### src/rtl/dtc_consts.vh
// Constants for the tone transceiver control block.
`ifndef DTC_CONSTS_VH
`define DTC_CONSTS_VH
`define DTC_CLK_KHZ 125000
`define DTC_BURST_MS 51
`define DTC_LONG_MS 102
`define DTC_BURST_CYCLES (`DTC_BURST_MS * `DTC_CLK_KHZ)
`define DTC_LONG_CYCLES (`DTC_LONG_MS * `DTC_CLK_KHZ)
`define DTC_CNT_W 24
`define DTC_CRA_TONE_EN 0
`define DTC_CRA_PROGRESS 1
`define DTC_CRA_IRQ_EN 2
`define DTC_CRA_SEL_B 3
`define DTC_CRB_BURST_N 0
`define DTC_CRB_TEST 1
`define DTC_CRB_SINGLE 2
`define DTC_CRB_COLUMN 3
`define DTC_ST_IRQ 0
`define DTC_ST_TX_EMPTY 1
`define DTC_ST_RX_FULL 2
`define DTC_ST_DELAYED_STEER 3
`define DTC_CRA_RESET 4'h0
`define DTC_CRB_RESET 4'h0
`define DTC_RS_DATA 1'b0
`define DTC_RS_CONTROL 1'b1
`endif

### src/rtl/dtc_burst_timer.v
// Burst and pause timer for automatic tone bursts.
`timescale 1ns/1ps
module dtc_burst_timer #(
  parameter CW = 24,
  parameter [CW-1:0] BURST_CYCLES = 24'd6375000,
  parameter [CW-1:0] LONG_CYCLES = 24'd12750000
)(
  input wire clk,
  input wire rst_n,
  input wire start,
  input wire abort,
  input wire long_sel,
  output wire burst_on,
  output reg done
);
  localparam [1:0] ST_IDLE = 2'd0;
  localparam [1:0] ST_BURST = 2'd1;
  localparam [1:0] ST_PAUSE = 2'd2;
  reg [1:0] state_reg;
  reg [1:0] state_next;
  reg [CW-1:0] count_reg;
  reg [CW-1:0] count_next;
  reg done_next;
  wire [CW-1:0] period;
  // The long period applies while call-progress mode is on.
  assign period = long_sel ? LONG_CYCLES : BURST_CYCLES;
  assign burst_on = (state_reg == ST_BURST);
  always @*
  begin
    state_next = state_reg;
    count_next = count_reg;
    done_next = 1'b0;
    if (abort)
    begin
      state_next = ST_IDLE;
      count_next = {CW{1'b0}};
    end
    else if (start)
    begin
      state_next = ST_BURST;
      count_next = period - {{(CW-1){1'b0}}, 1'b1};
    end
    else
    begin
      case (state_reg)
        ST_BURST:
        begin
          if (count_reg == {CW{1'b0}})
          begin
            state_next = ST_PAUSE;
            count_next = period - {{(CW-1){1'b0}}, 1'b1};
          end
          else
          begin
            count_next = count_reg - {{(CW-1){1'b0}}, 1'b1};
          end
        end
        ST_PAUSE:
        begin
          if (count_reg == {CW{1'b0}})
          begin
            state_next = ST_IDLE;
            done_next = 1'b1;
          end
          else
          begin
            count_next = count_reg - {{(CW-1){1'b0}}, 1'b1};
          end
        end
        default:
        begin
          state_next = ST_IDLE;
        end
      endcase
    end
  end
  always @(posedge clk or negedge rst_n)
  begin
    if (!rst_n)
    begin
      state_reg <= ST_IDLE;
      count_reg <= {CW{1'b0}};
      done <= 1'b0;
    end
    else
    begin
      state_reg <= state_next;
      count_reg <= count_next;
      done <= done_next;
    end
  end
endmodule // dtc_burst_timer

### src/rtl/dtc_control_regs.v
// Control registers, status and pin logic of the tone transceiver.
`timescale 1ns/1ps
`include "dtc_consts.vh"
// Function
// - Control A bit 0 enables tone output and gates all transmit tones.
// - Control A bit 1 picks call-progress receive; zero picks tone-pair mode.
// - Call-progress mode with interrupts on puts squared tone on the pin.
// - No digit is detected or reported in call-progress mode.
// - Control A bit 2 enables the interrupt function.
// - Tone-pair mode pulls the pin low on valid digit or burst ready.
// - Control A bit 3 steers the next control write to register B.
// - Control B bit 0 low enables burst mode.
// - Each burst-mode digit gives one burst and an equal pause, 51 ms.
// - Pause end sets transmit-empty flag and raises interrupt if enabled.
// - Call-progress mode stretches burst and pause to 102 ms.
// - Without burst mode tone lasts while control A bit 0 is set.
// - Control B bit 1 enables test mode.
// - Test mode in tone-pair mode puts the delayed steer flag on the pin.
// - Control B bit 2 selects single tone; zero selects dual tone.
// - Control B bit 3 picks column tone, else row, for single tone.
// - Both control registers share one address; reads there return status.
// - Transmit-empty set at pause end, cleared by status read or non-burst.
// - Delayed steer flag sets on tone absence, clears on valid tone in tone-pair mode only.
module dtc_control_regs #(
  parameter BURST_CYCLES = `DTC_BURST_CYCLES,
  parameter LONG_CYCLES = `DTC_LONG_CYCLES
)(
  input wire CLOCK,
  input wire RESETN,
  input wire REGISTER_SELECT_LINE,
  input wire WRITE_STROBE,
  input wire READ_STROBE,
  input wire [3:0] WRITE_DATA,
  output reg [3:0] READ_DATA,
  input wire RX_TONE_VALID,
  input wire [3:0] RX_DIGIT_CODE,
  input wire RX_PROGRESS_SQUARE,
  output reg TONE_OUTPUT_ENABLE,
  output reg [3:0] TONE_DIGIT,
  output reg TONE_SINGLE,
  output reg TONE_COLUMN,
  output reg PROGRESS_MODE_SELECT,
  output reg TEST_MODE,
  output wire INTERRUPT_PROGRESS_PIN_OUT,
  output reg INTERRUPT_PROGRESS_PIN_OE
);
  localparam [`DTC_CNT_W-1:0] BURST_P = BURST_CYCLES[`DTC_CNT_W-1:0];
  localparam [`DTC_CNT_W-1:0] LONG_P = LONG_CYCLES[`DTC_CNT_W-1:0];
  reg [3:0] control_reg_a_reg;
  reg [3:0] control_reg_a_next;
  reg [3:0] control_reg_b_reg;
  reg [3:0] control_reg_b_next;
  reg second_control_select_reg;
  reg second_control_select_next;
  reg [3:0] tx_digit_reg;
  reg [3:0] tx_digit_next;
  reg [3:0] rx_digit_reg;
  reg [3:0] rx_digit_next;
  reg tx_empty_reg;
  reg tx_empty_next;
  reg rx_full_reg;
  reg rx_full_next;
  reg delayed_steer_flag_reg;
  reg delayed_steer_flag_next;
  reg tone_valid_d_reg;
  reg [3:0] read_data_next;
  reg pin_low_next;
  wire ctrl_write;
  wire data_write;
  wire status_read;
  wire rx_read;
  wire tone_en;
  wire progress_mode;
  wire irq_en;
  wire burst_mode;
  wire test_mode;
  wire tone_rise;
  wire tone_fall;
  wire burst_start;
  wire burst_abort;
  wire burst_on;
  wire burst_done;
  wire irq_flag;
  wire [3:0] status_word;
  // Decode of the parallel register bus.
  assign ctrl_write = WRITE_STROBE & (REGISTER_SELECT_LINE == `DTC_RS_CONTROL);
  assign data_write = WRITE_STROBE & (REGISTER_SELECT_LINE == `DTC_RS_DATA);
  assign status_read = READ_STROBE & (REGISTER_SELECT_LINE == `DTC_RS_CONTROL);
  assign rx_read = READ_STROBE & (REGISTER_SELECT_LINE == `DTC_RS_DATA);
  // Control field extraction.
  assign tone_en = control_reg_a_reg[`DTC_CRA_TONE_EN];
  assign progress_mode = control_reg_a_reg[`DTC_CRA_PROGRESS];
  assign irq_en = control_reg_a_reg[`DTC_CRA_IRQ_EN];
  assign burst_mode = ~control_reg_b_reg[`DTC_CRB_BURST_N];
  assign test_mode = control_reg_b_reg[`DTC_CRB_TEST];
  // Receiver event detection.
  assign tone_rise = RX_TONE_VALID & ~tone_valid_d_reg;
  assign tone_fall = ~RX_TONE_VALID & tone_valid_d_reg;
  // Burst sequencing.
  assign burst_start = data_write & burst_mode;
  assign burst_abort = ~burst_mode;
  // The interrupt summary bit follows either pending event.
  assign irq_flag = tx_empty_reg | rx_full_reg;
  assign status_word = {delayed_steer_flag_reg, rx_full_reg, tx_empty_reg, irq_flag};
  // The pin is open drain; it is only ever pulled low.
  assign INTERRUPT_PROGRESS_PIN_OUT = 1'b0;
  dtc_burst_timer #(
    .CW(`DTC_CNT_W),
    .BURST_CYCLES(BURST_P),
    .LONG_CYCLES(LONG_P)
  ) u_burst_timer (
    .clk(CLOCK),
    .rst_n(RESETN),
    .start(burst_start),
    .abort(burst_abort),
    .long_sel(progress_mode),
    .burst_on(burst_on),
    .done(burst_done)
  );
  // Control register writes through the shared address.
  always @*
  begin
    control_reg_a_next = control_reg_a_reg;
    control_reg_b_next = control_reg_b_reg;
    second_control_select_next = second_control_select_reg;
    if (ctrl_write)
    begin
      if (second_control_select_reg)
      begin
        control_reg_b_next = WRITE_DATA;
        second_control_select_next = 1'b0;
      end
      else
      begin
        control_reg_a_next = WRITE_DATA;
        second_control_select_next = WRITE_DATA[`DTC_CRA_SEL_B];
      end
    end
  end
  // Transmit and receive data registers.
  always @*
  begin
    tx_digit_next = tx_digit_reg;
    rx_digit_next = rx_digit_reg;
    if (data_write)
    begin
      tx_digit_next = WRITE_DATA;
    end
    if (tone_rise & ~progress_mode)
    begin
      rx_digit_next = RX_DIGIT_CODE;
    end
  end
  // Status flags; a setting event wins over a clearing read.
  always @*
  begin
    tx_empty_next = tx_empty_reg;
    rx_full_next = rx_full_reg;
    delayed_steer_flag_next = delayed_steer_flag_reg;
    if (status_read)
    begin
      tx_empty_next = 1'b0;
      rx_full_next = 1'b0;
    end
    if (~burst_mode)
    begin
      tx_empty_next = 1'b0;
    end
    else if (burst_done)
    begin
      tx_empty_next = 1'b1;
    end
    if (tone_rise & ~progress_mode)
    begin
      rx_full_next = 1'b1;
    end
    if (tone_rise & ~progress_mode)
    begin
      delayed_steer_flag_next = 1'b0;
    end
    else if (tone_fall)
    begin
      delayed_steer_flag_next = 1'b1;
    end
  end
  // Read data mux; the control address reads back as status.
  always @*
  begin
    read_data_next = READ_DATA;
    if (status_read)
    begin
      read_data_next = status_word;
    end
    else if (rx_read)
    begin
      read_data_next = rx_digit_reg;
    end
  end
  // Open-drain pin control.
  always @*
  begin
    pin_low_next = 1'b0;
    if (progress_mode)
    begin
      if (irq_en)
      begin
        pin_low_next = ~RX_PROGRESS_SQUARE;
      end
    end
    else if (test_mode)
    begin
      pin_low_next = ~delayed_steer_flag_next;
    end
    else if (irq_en)
    begin
      pin_low_next = rx_full_next | tx_empty_next;
    end
  end
  // State registers.
  always @(posedge CLOCK or negedge RESETN)
  begin
    if (!RESETN)
    begin
      control_reg_a_reg <= `DTC_CRA_RESET;
      control_reg_b_reg <= `DTC_CRB_RESET;
      second_control_select_reg <= 1'b0;
      tx_digit_reg <= 4'h0;
      rx_digit_reg <= 4'h0;
      tx_empty_reg <= 1'b0;
      rx_full_reg <= 1'b0;
      delayed_steer_flag_reg <= 1'b0;
      tone_valid_d_reg <= 1'b0;
      READ_DATA <= 4'h0;
    end
    else
    begin
      control_reg_a_reg <= control_reg_a_next;
      control_reg_b_reg <= control_reg_b_next;
      second_control_select_reg <= second_control_select_next;
      tx_digit_reg <= tx_digit_next;
      rx_digit_reg <= rx_digit_next;
      tx_empty_reg <= tx_empty_next;
      rx_full_reg <= rx_full_next;
      delayed_steer_flag_reg <= delayed_steer_flag_next;
      tone_valid_d_reg <= RX_TONE_VALID;
      READ_DATA <= read_data_next;
    end
  end
  // Registered outputs toward the tone generator and receiver.
  always @(posedge CLOCK or negedge RESETN)
  begin
    if (!RESETN)
    begin
      TONE_OUTPUT_ENABLE <= 1'b0;
      TONE_DIGIT <= 4'h0;
      TONE_SINGLE <= 1'b0;
      TONE_COLUMN <= 1'b0;
      PROGRESS_MODE_SELECT <= 1'b0;
      TEST_MODE <= 1'b0;
      INTERRUPT_PROGRESS_PIN_OE <= 1'b0;
    end
    else
    begin
      if (burst_mode)
      begin
        TONE_OUTPUT_ENABLE <= tone_en & burst_on;
      end
      else
      begin
        TONE_OUTPUT_ENABLE <= tone_en;
      end
      TONE_DIGIT <= tx_digit_reg;
      TONE_SINGLE <= control_reg_b_reg[`DTC_CRB_SINGLE];
      TONE_COLUMN <= control_reg_b_reg[`DTC_CRB_SINGLE] & control_reg_b_reg[`DTC_CRB_COLUMN];
      PROGRESS_MODE_SELECT <= progress_mode;
      TEST_MODE <= test_mode;
      INTERRUPT_PROGRESS_PIN_OE <= pin_low_next;
    end
  end
endmodule // dtc_control_regs

### config.mk
export PLATFORM = sky130hd
export DESIGN_NAME = dtc_control_regs
export DESIGN_NICKNAME = d
export VERILOG_FILES = /design/src/rtl/dtc_burst_timer.v /design/src/rtl/dtc_control_regs.v
export VERILOG_INCLUDE_DIRS = /design/src /design/src/rtl
export SDC_FILE = /design/constraint.sdc
export NUM_CORES = 1
export LEC_CHECK = 0
export BUFFER_PORTS_ARGS = -buffer_cell sky130_fd_sc_hd__buf_2
export CAP_MARGIN = 40
export CORE_ASPECT_RATIO = 1.1
export CORE_UTILIZATION = 40
export DETAILED_ROUTE_END_ITERATION = 16
export GPL_ROUTABILITY_DRIVEN = 0
export PLACE_DENSITY = 0.69
export SYNTH_ARGS = -nofsm -noshare
export SYNTH_HDL_FRONTEND = slang
export SYNTH_HIERARCHICAL = 1
export SYNTH_SLANG_ARGS = --single-unit
### constraint.sdc
create_clock -name CLOCK -period 2.65 [get_ports CLOCK]
set_input_delay 0.795 -clock CLOCK [delete_from_list [all_inputs] [get_ports CLOCK]]
set_output_delay 0.795 -clock CLOCK [all_outputs]
set_load 0.1 [all_outputs]
==> flow_summary.ini, run 1 <==
[global_routing]
grtUsageMet1_pct = 22.3
grt_pass1_wl_mm = 10.7
grt_pass1_vias = 2263
use_met3_pct = 4.06
grt_max_degree = 26
grt-ovfl-total = 0
grt_use_met2_pct = 27.4
grt_use_total_pct = 17.5
antenna_found_initial = 0
busiest_layer = met2

[routing]
vias = 2294
vias_per_cell = 5.53
ant_nets = 0
wire_per_inst_um = 15.0
drc = 0
totalWireLength_mm = 6.24
dr.pass1.iters = 7
drtIter0Drc = 174

[clock_network]
cts_resized = 0
cts_tree = yes
clock-sinks = 61
path_clk_slew_ps = 80
htreeDepth = 3
clockBufferDepth = 2
post_cts_buffers = 0
postCtsHoldBufs = 0
cts_buffers = 9
cts_root_buf = clkbuf_8
clk_latency_ps = 350

[timing]
max_slew_margin_pct = 56.1
slew_violations = 0
fmax_mhz = 397
rsz0062_at_grt = false
fin_hold_ws_ps = 367
setup_viol_count_final = 0
hold_viol = 0
worst_slew_pin_slew_ps = 652
final.setup.tns_ps = 0
finalClockSkew_ps = 7.66
min_period_ps = 2520
finalCritPeriodShare_pct = 95.0

[critical_path]
start_kind = flop
crit_required_ps = 2880
cp-endpoint = u_burst_timer/count_reg[11]$_DFFE_PN0P_
crit_buf_inv = 0
reg2reg_slack_ps = 130
rr_worst_depth = 6
crit_slowest_cell = or4_1
end_kind = flop
critPathMaxFanout = 7
crit_family = simple AND/OR/NAND/NOR gates
worst-setup-path-type = flop to flop
r2r-end = u_burst_timer/count_reg[11]$_DFFE_PN0P_
worstPathArrival_ps = 2740
crit_cells = 6
startpoint = u_burst_timer/count_reg[18]$_DFFE_PN0P_
worstPathCellList = or4_1, or3b_4, o221ai_1, a21oi_1, a21o_1, a22o_1
slowest_delay_ps = 640
r2r_start = u_burst_timer/count_reg[18]$_DFFE_PN0P_

[synthesis]
postSynthCellCount = 284
synth_enable_flop_cells = 0
ys_async_sr_fraction_pct = 100
ys_ff_latch = 61
avgSynthCellArea_sq_um = 10.6
synth_ff_type = dfrtp_1
synthesis.nets = 301
syn-cell-area_sq_um = 3010
ys_seq_area_share_pct = 50.7
ys_types = 59
ys_warn_count = 6

[placed_design]
hpwl_mm = 4.38
port_buffers = 28
placed_area_sq_um = 3290

[die]
io_pins = 30
design.die.area_sq_um = 7880
row_count = 32
core_sq_um = 7130
floorplan.initialDensity_pct = 42.2
die_height_um = 93.0
die_x_um = 84.7

[power_and_ir_drop]
p_per_area_nw_per_um2 = 1210
combPwrFrac_pct = 46.1
swShare_pct = 44.8
finalPower_uw = 4220
irDropWorstVdd_mv = 0.476
p_leak_uw = 0.00162
seqPwrFrac_pct = 33.7
switchingPower_uw = 1890
internal_power_uw = 2330
power.clock.fraction_pct = 20.3

[run_status]
outcome = finished clean

[finish]
final_common_cell = dfrtp_1
largest_reg_flops = 24
final_area_sq_um = 3500
drive_gt1_share_pct = 27.6
fin_nets = 342
fillCellCount = 681
num_antenna_cells = 0
area_delta_synth_final_pct = 16.1
final_cell_mix = 61 x dfrtp_1, 28 x buf_2, 26 x nand2_1, 19 x nor2_1, 17 x a21oi_1

[job]
drv_cap = 0

[worst_hold_path]
hp-class = flop to flop
[worst register-to-register path, delay by kind of cell (launching register included)]
family | cells | cell delay (ps)
flops | 1 | 400
compound gates | 4 | 880
simple gates | 2 | 1110
[logic make-up after synthesis]
logic type / Yosys count / synth area share [%]
other cells: 1 / 0.125
flops: 61 / 50.7
buf+inv: 23 / 4.36
mux: 19 / 7.36
compound gates: 79 / 18.0
simple gates: 92 / 16.5
xor+xnor: 6 / 1.75
fa+ha+maj: 3 / 1.16
[metrics by stage]
stage	setup slack, ps	utilization, %	std cells
6_report	133	49.1	415
5_1_grt	20.6	49.1	415
4_1_cts	125	49.1	415
3_5_place_dp	143	46.2	399
3_3_place_gp	158	46.2	399
2_1_floorplan	34.0	-	284
[layer usage]
layer  routed length [um]  up-vias
li1                     -     1105
met1                 2900     1114
met2                 2950       64
met3                  284       11
met4                  106        0
met5                    0        -
[power by group through the flow]
stage | clock, uW | sequential (uW) | combinational [uW]
after floorplan | 0 | 1780 | 1120
after global placement | 0 | 1430 | 1900
after detailed placement | 0 | 1430 | 1930
after CTS | 880 | 1420 | 1940
after global routing | 924 | 1460 | 2110
final | 856 | 1420 | 1940
[synthesized netlist by cell type, types with 4 or more instances]
cell | count | area, sq um
dfrtp_1 | 61 | 1530
nand2_1 | 26 | 97.6
nor2_1 | 20 | 75.1
a21oi_1 | 17 | 85.1
mux2_2 | 13 | 146
o21ai_0 | 12 | 60.1
inv_1 | 9 | 33.8
a21o_1 | 8 | 60.1
a31oi_1 | 7 | 43.8
nand2b_1 | 7 | 43.8
o31ai_1 | 6 | 45.0
xnor2_1 | 6 | 52.6
clkbuf_1 | 5 | 18.8
or4_1 | 5 | 37.5
nand3_1 | 4 | 20.0
nor3_1 | 4 | 20.0
o21a_1 | 4 | 30.0
or3_1 | 4 | 25.0
[how the worst min path moves through the flow]
stage                                      from                       to  slack, ps  depth (start not counted)
floorplan           tx_digit_reg[0]$_DFFE_PN0P_  TONE_DIGIT[0]$_DFF_PN0_        350                          0
global placement    tx_digit_reg[0]$_DFFE_PN0P_  TONE_DIGIT[0]$_DFF_PN0_        350                          0
detailed placement  tx_digit_reg[0]$_DFFE_PN0P_  TONE_DIGIT[0]$_DFF_PN0_        360                          0
CTS                 tx_digit_reg[0]$_DFFE_PN0P_  TONE_DIGIT[0]$_DFF_PN0_        370                          0
global route        tx_digit_reg[0]$_DFFE_PN0P_  TONE_DIGIT[0]$_DFF_PN0_        380                          0
finish              tx_digit_reg[0]$_DFFE_PN0P_  TONE_DIGIT[0]$_DFF_PN0_        370                          0
[layout make-up]
type | instances | area, sq um | share of cell area (%)
flip-flops and latches | 61 | 1530 | 43.7
multi-input cells | 200 | 1360 | 38.8
repair buffers | 44 | 273 | 7.80
clock buffers | 9 | 124 | 3.54
well taps | 85 | 106 | 3.04
clock inverters | 7 | 77.6 | 2.22
inverters | 9 | 33.8 | 0.966
Note: power is estimated with default switching activity, not from simulation.
==> inputs of run 2 (changes only) <==
clock period = 2.6 ns   (was 2.65 ns; I/O delays follow)
==> flow_summary.ini, run 2 (synthesis results as in run 1) <==
[placed_design]
hpwl_mm = 4.41
port_buffers = 28
placed_area_sq_um = 3290

[timing]
final.setup.tns_ps = 0
finalCritPeriodShare_pct = 95.8
fmax_mhz = 401
min_period_ps = 2490
slew_violations = 0
worst_slew_pin_slew_ps = 622
max_slew_margin_pct = 57.4
rsz0062_at_grt = false
setup_viol_count_final = 0
finalClockSkew_ps = 10.3
hold_viol = 0

[worst_hold_path]
hp-class = primary input to async pin

[critical_path]
start_kind = flop
worst-setup-path-type = flop to flop
crit_family = simple AND/OR/NAND/NOR gates
end_kind = flop
crit_slowest_cell = or4_1
worstPathArrival_ps = 2720
worstPathCellList = or4_1, or3b_4, o221ai_1, a21oi_2, a21o_1, a22o_1
critPathMaxFanout = 7
crit_required_ps = 2820
crit_buf_inv = 0
slowest_delay_ps = 670

[clock_network]
htreeDepth = 3
clk_latency_ps = 340
cts_tree = yes
post_cts_buffers = 0
clock-sinks = 61
cts_root_buf = clkbuf_8
clockBufferDepth = 2
path_clk_slew_ps = 70
cts_buffers = 9

[finish]
largest_reg_flops = 24
final_cell_mix = 61 x dfrtp_1, 28 x buf_2, 26 x nand2_1, 19 x nor2_1, 16 x a21oi_1
final_area_sq_um = 3500
num_antenna_cells = 0
fin_nets = 339
final_common_cell = dfrtp_1
area_delta_synth_final_pct = 16.2
drive_gt1_share_pct = 27.3

[global_routing]
use_met3_pct = 3.80
busiest_layer = met2
grt_pass1_wl_mm = 11.3
grtUsageMet1_pct = 22.8
grt_pass1_vias = 2388
grt_use_met2_pct = 30.8
grt-ovfl-total = 0
grt_use_total_pct = 18.3
grt_max_degree = 34
antenna_found_initial = 0

[die]
die_height_um = 93.0
floorplan.initialDensity_pct = 42.2
core_sq_um = 7130
design.die.area_sq_um = 7880
row_count = 32
io_pins = 30
die_x_um = 84.7

[routing]
vias_per_cell = 5.62
drc = 0
drtIter0Drc = 79
wire_per_inst_um = 15.7
dr.pass1.iters = 6
vias = 2311
totalWireLength_mm = 6.44
ant_nets = 0

[power_and_ir_drop]
p_per_area_nw_per_um2 = 1230
p_leak_uw = 0.00161
irDropWorstVdd_mv = 0.631

[run_status]
outcome = finished clean

[job]
drv_cap = 0
-- run 2: cell count changes in the layout (fill, tap and decap cells not counted), sizes merged --
cell,delta
inv,-4
clkbuf,+2
buf,-3
clkinv,+1
-- run 2: what timing repair did --
item	in CTS	in global routing
hold buffers	0	0
endpoints found under the setup margin	0	5
resized for setup	0	2
-- run 2: final cells by class --
cell class              count  area, sq um
inverters                   9         33.8
repair buffers             41          263
clock inverters             4         47.5
multi-input cells         200         1370
flip-flops and latches     61         1530
well taps                  85          106
clock buffers              11          151
fillers                   658         3630
-- run 2: final timing paths --
check | from | to | slack, ps | cells past startpoint
worst max-delay path | u_burst_timer/count_reg[18]$_DFFE_PN0P_ | u_burst_timer/count_reg[11]$_DFFE_PN0P_ | 110 | 6
worst min-delay path | RESETN | TONE_DIGIT[2]$_DFF_PN0_ | 270 | 1
worst max register to register | u_burst_timer/count_reg[18]$_DFFE_PN0P_ | u_burst_timer/count_reg[11]$_DFFE_PN0P_ | 110 | 6
worst min register to register | tx_digit_reg[0]$_DFFE_PN0P_ | TONE_DIGIT[0]$_DFF_PN0_ | 370 | 0
max in group asynchronous | RESETN | u_burst_timer/count_reg[12]$_DFFE_PN0P_ | 1670 | 2
min in group CLOCK | tx_digit_reg[0]$_DFFE_PN0P_ | TONE_DIGIT[0]$_DFF_PN0_ | 370 | 0
-- run 2: layer usage --
layer | wire (um) | vias to the layer above | part of all wire, %
met3 | 345 | 6 | 5.4
met4 | 64 | 0 | 0.99
met5 | 0 | - | 0
met1 | 2940 | 1125 | 46
li1 | - | 1106 | -
met2 | 3090 | 74 | 48
-- run 2: worst register-to-register path, delay by kind of cell (launching register included) --
kind	cells	cell delay, ps
and+or+nand+nor	2	1150
AOI/OAI and AO/OA	4	820
DFF	1	400
-- run 2: power breakdown --
group | leakage, uW | internal, uW | switching [uW]
Clock | 0.000101 | 486 | 369
Combinational | 0.000741 | 713 | 1260
Sequential | 0.000769 | 1210 | 265
Total | 0.00161 | 2410 | 1890
-- run 2: metrics by stage --
stage | total power [uW] | utilization [%] | hold slack, ps | setup slack [ps] | cells
2_1_floorplan | 2960 | - | 349 | 30.9 | 284
3_3_place_gp | 3370 | 46.2 | 354 | 163 | 396
3_5_place_dp | 3420 | 46.2 | 361 | 74.6 | 396
4_1_cts | 4290 | 48.9 | 268 | 36.0 | 411
5_1_grt | 4590 | 49.1 | 277 | 10.2 | 411
6_report | 4300 | 49.1 | 274 | 109 | 411
==> inputs of run 3 (changes only) <==
CORE_ASPECT_RATIO = default   (was 1.1)
CORE_UTILIZATION = 58   (was 40)
CTS_CLUSTER_SIZE = 28   (was default)
PLACE_DENSITY = 0.9   (was 0.69)
==> flow_summary.ini, run 3 (synthesis results as in run 1) <==
[run_status]
outcome = finished clean

[clock_network]
clock-sinks = 61
clockBufferDepth = 2
htreeDepth = 3
clk_latency_ps = 340
cts_tree = yes
cts_buffers = 9
cts_root_buf = clkbuf_8
path_clk_slew_ps = 70

[critical_path]
rr_worst_depth = 6
worst-setup-path-type = flop to flop
end_kind = flop
r2r-end = u_burst_timer/count_reg[11]$_DFFE_PN0P_
critPathMaxFanout = 7
start_kind = flop
r2r_start = u_burst_timer/count_reg[18]$_DFFE_PN0P_
crit_required_ps = 2830
reg2reg_slack_ps = 140
worstPathArrival_ps = 2680

[timing]
worst_slew_pin_slew_ps = 655
finalCritPeriodShare_pct = 94.6
hold_viol = 0
min_period_ps = 2460
slew_violations = 0
rsz0062_at_grt = false
setup_viol_count_final = 0
fmax_mhz = 407
finalClockSkew_ps = 10.4
max_slew_margin_pct = 56.3
final.setup.tns_ps = 0

[placed_design]
hpwl_mm = 4.50
port_buffers = 28

[finish]
num_antenna_cells = 0
fin_nets = 343
drive_gt1_share_pct = 28.0
largest_reg_flops = 24
final_cell_mix = 61 x dfrtp_1, 28 x buf_2, 26 x nand2_1, 19 x nor2_1, 17 x a21oi_1
fillCellCount = 313
final_common_cell = dfrtp_1
area_delta_synth_final_pct = 16.2
final_util_pct = 72.1

[job]
drv_cap = 0

[die]
io_pins = 30
row_count = 25
design.die.area_sq_um = 5480
floorplan.initialDensity_pct = 62.1
die_height_um = 74.0
die_x_um = 74.0
core_sq_um = 4850

[power_and_ir_drop]
irDropWorstVdd_mv = 0.768
p_leak_uw = 0.00163
seqPwrFrac_pct = 33.6
power.clock.fraction_pct = 20.2
internal_power_uw = 2460
combPwrFrac_pct = 46.2
p_per_area_nw_per_um2 = 1250
swShare_pct = 43.8
switchingPower_uw = 1920

[global_routing]
grt_pass1_vias = 2282
grt-ovfl-total = 0
grt_use_total_pct = 26.9
grt_max_degree = 62
grt_pass1_wl_mm = 10.8
antenna_found_initial = 0

[routing]
vias = 2394
totalWireLength_mm = 6.59
ant_nets = 0
dr.pass1.iters = 5
vias_per_cell = 6.05
drtIter0Drc = 290
wire_per_inst_um = 16.6
drc = 0

[worst_hold_path]
hold_depth = 0
hold_path_end = TONE_DIGIT[0]$_DFF_PN0_
min_from = tx_digit_reg[0]$_DFFE_PN0P_
hp-class = flop to flop
## run 3: worst max path at each step
stage | startpoint | endpoint | slack (ps) | cells past startpoint
2_1_floorplan | REGISTER_SELECT_LINE | u_burst_timer/count_reg[8]$_DFFE_PN0P_ | 30 | 10
3_3_place_gp | u_burst_timer/count_reg[0]$_DFFE_PN0P_ | u_burst_timer/count_reg[11]$_DFFE_PN0P_ | 180 | 8
3_5_place_dp | u_burst_timer/count_reg[0]$_DFFE_PN0P_ | u_burst_timer/count_reg[11]$_DFFE_PN0P_ | 110 | 8
4_1_cts | u_burst_timer/count_reg[0]$_DFFE_PN0P_ | u_burst_timer/count_reg[11]$_DFFE_PN0P_ | 90 | 8
5_1_grt | u_burst_timer/count_reg[1]$_DFFE_PN0P_ | u_burst_timer/count_reg[11]$_DFFE_PN0P_ | 10 | 8
6_report | u_burst_timer/count_reg[18]$_DFFE_PN0P_ | u_burst_timer/count_reg[11]$_DFFE_PN0P_ | 140 | 6
## run 3: final cells by class
class / count / area (sq um) / share of cell area (%)
tap: 67 / 83.8 / 2.40
timing repair buffer: 45 / 280 / 8.01
clock inverter: 5 / 77.6 / 2.22
multi-input combinational: 200 / 1370 / 39.2
clock buffer: 9 / 124 / 3.54
inverter: 9 / 33.8 / 0.966
sequential: 61 / 1530 / 43.6
## run 3: power by group through the flow
| stage | combinational (uW) | clock [uW] | sequential [uW] |
|---|---|---|---|
| after floorplan | 1150 | 0 | 1810 |
| after global placement | 1910 | 0 | 1450 |
| after detailed placement | 1980 | 0 | 1470 |
| after CTS | 1990 | 899 | 1460 |
| after global routing | 2160 | 941 | 1510 |
| final | 2030 | 886 | 1470 |
## run 3: what timing repair did
action                     in CTS  in global routing
setup endpoints to repair       0                 15
hold buffers                    0                  0
resized for setup               0                  2
setup buffers                   0                  0
## run 3: routing by layer
layer  share of wire [%]  GRT usage [%]  up-vias
met5                   0              0        -
li1                    -              -     1107
met1                  43           35.5     1160
met4                 2.3           16.2        0
met3                 5.7           5.96       21
met2                  49           40.8      106
## run 3: metrics by stage
stage	total power [uW]	hold slack (ps)	area (sq um)	instances	setup slack [ps]
2_1_floorplan	2960	349	3020	284	30.9
3_3_place_gp	3360	351	3280	382	184
3_5_place_dp	3450	367	3280	382	110
4_1_cts	4350	384	3490	396	92.6
5_1_grt	4620	392	3500	396	10.8
6_report	4380	379	3500	396	140
## run 3: critical path, cell delays in order, from the launching register on
cell and delay [ps]:
dfrtp_1 400, or4_1 580, or3b_4 450, o221ai_1 250, a21oi_1 270, a21o_1 230, a22o_1 170
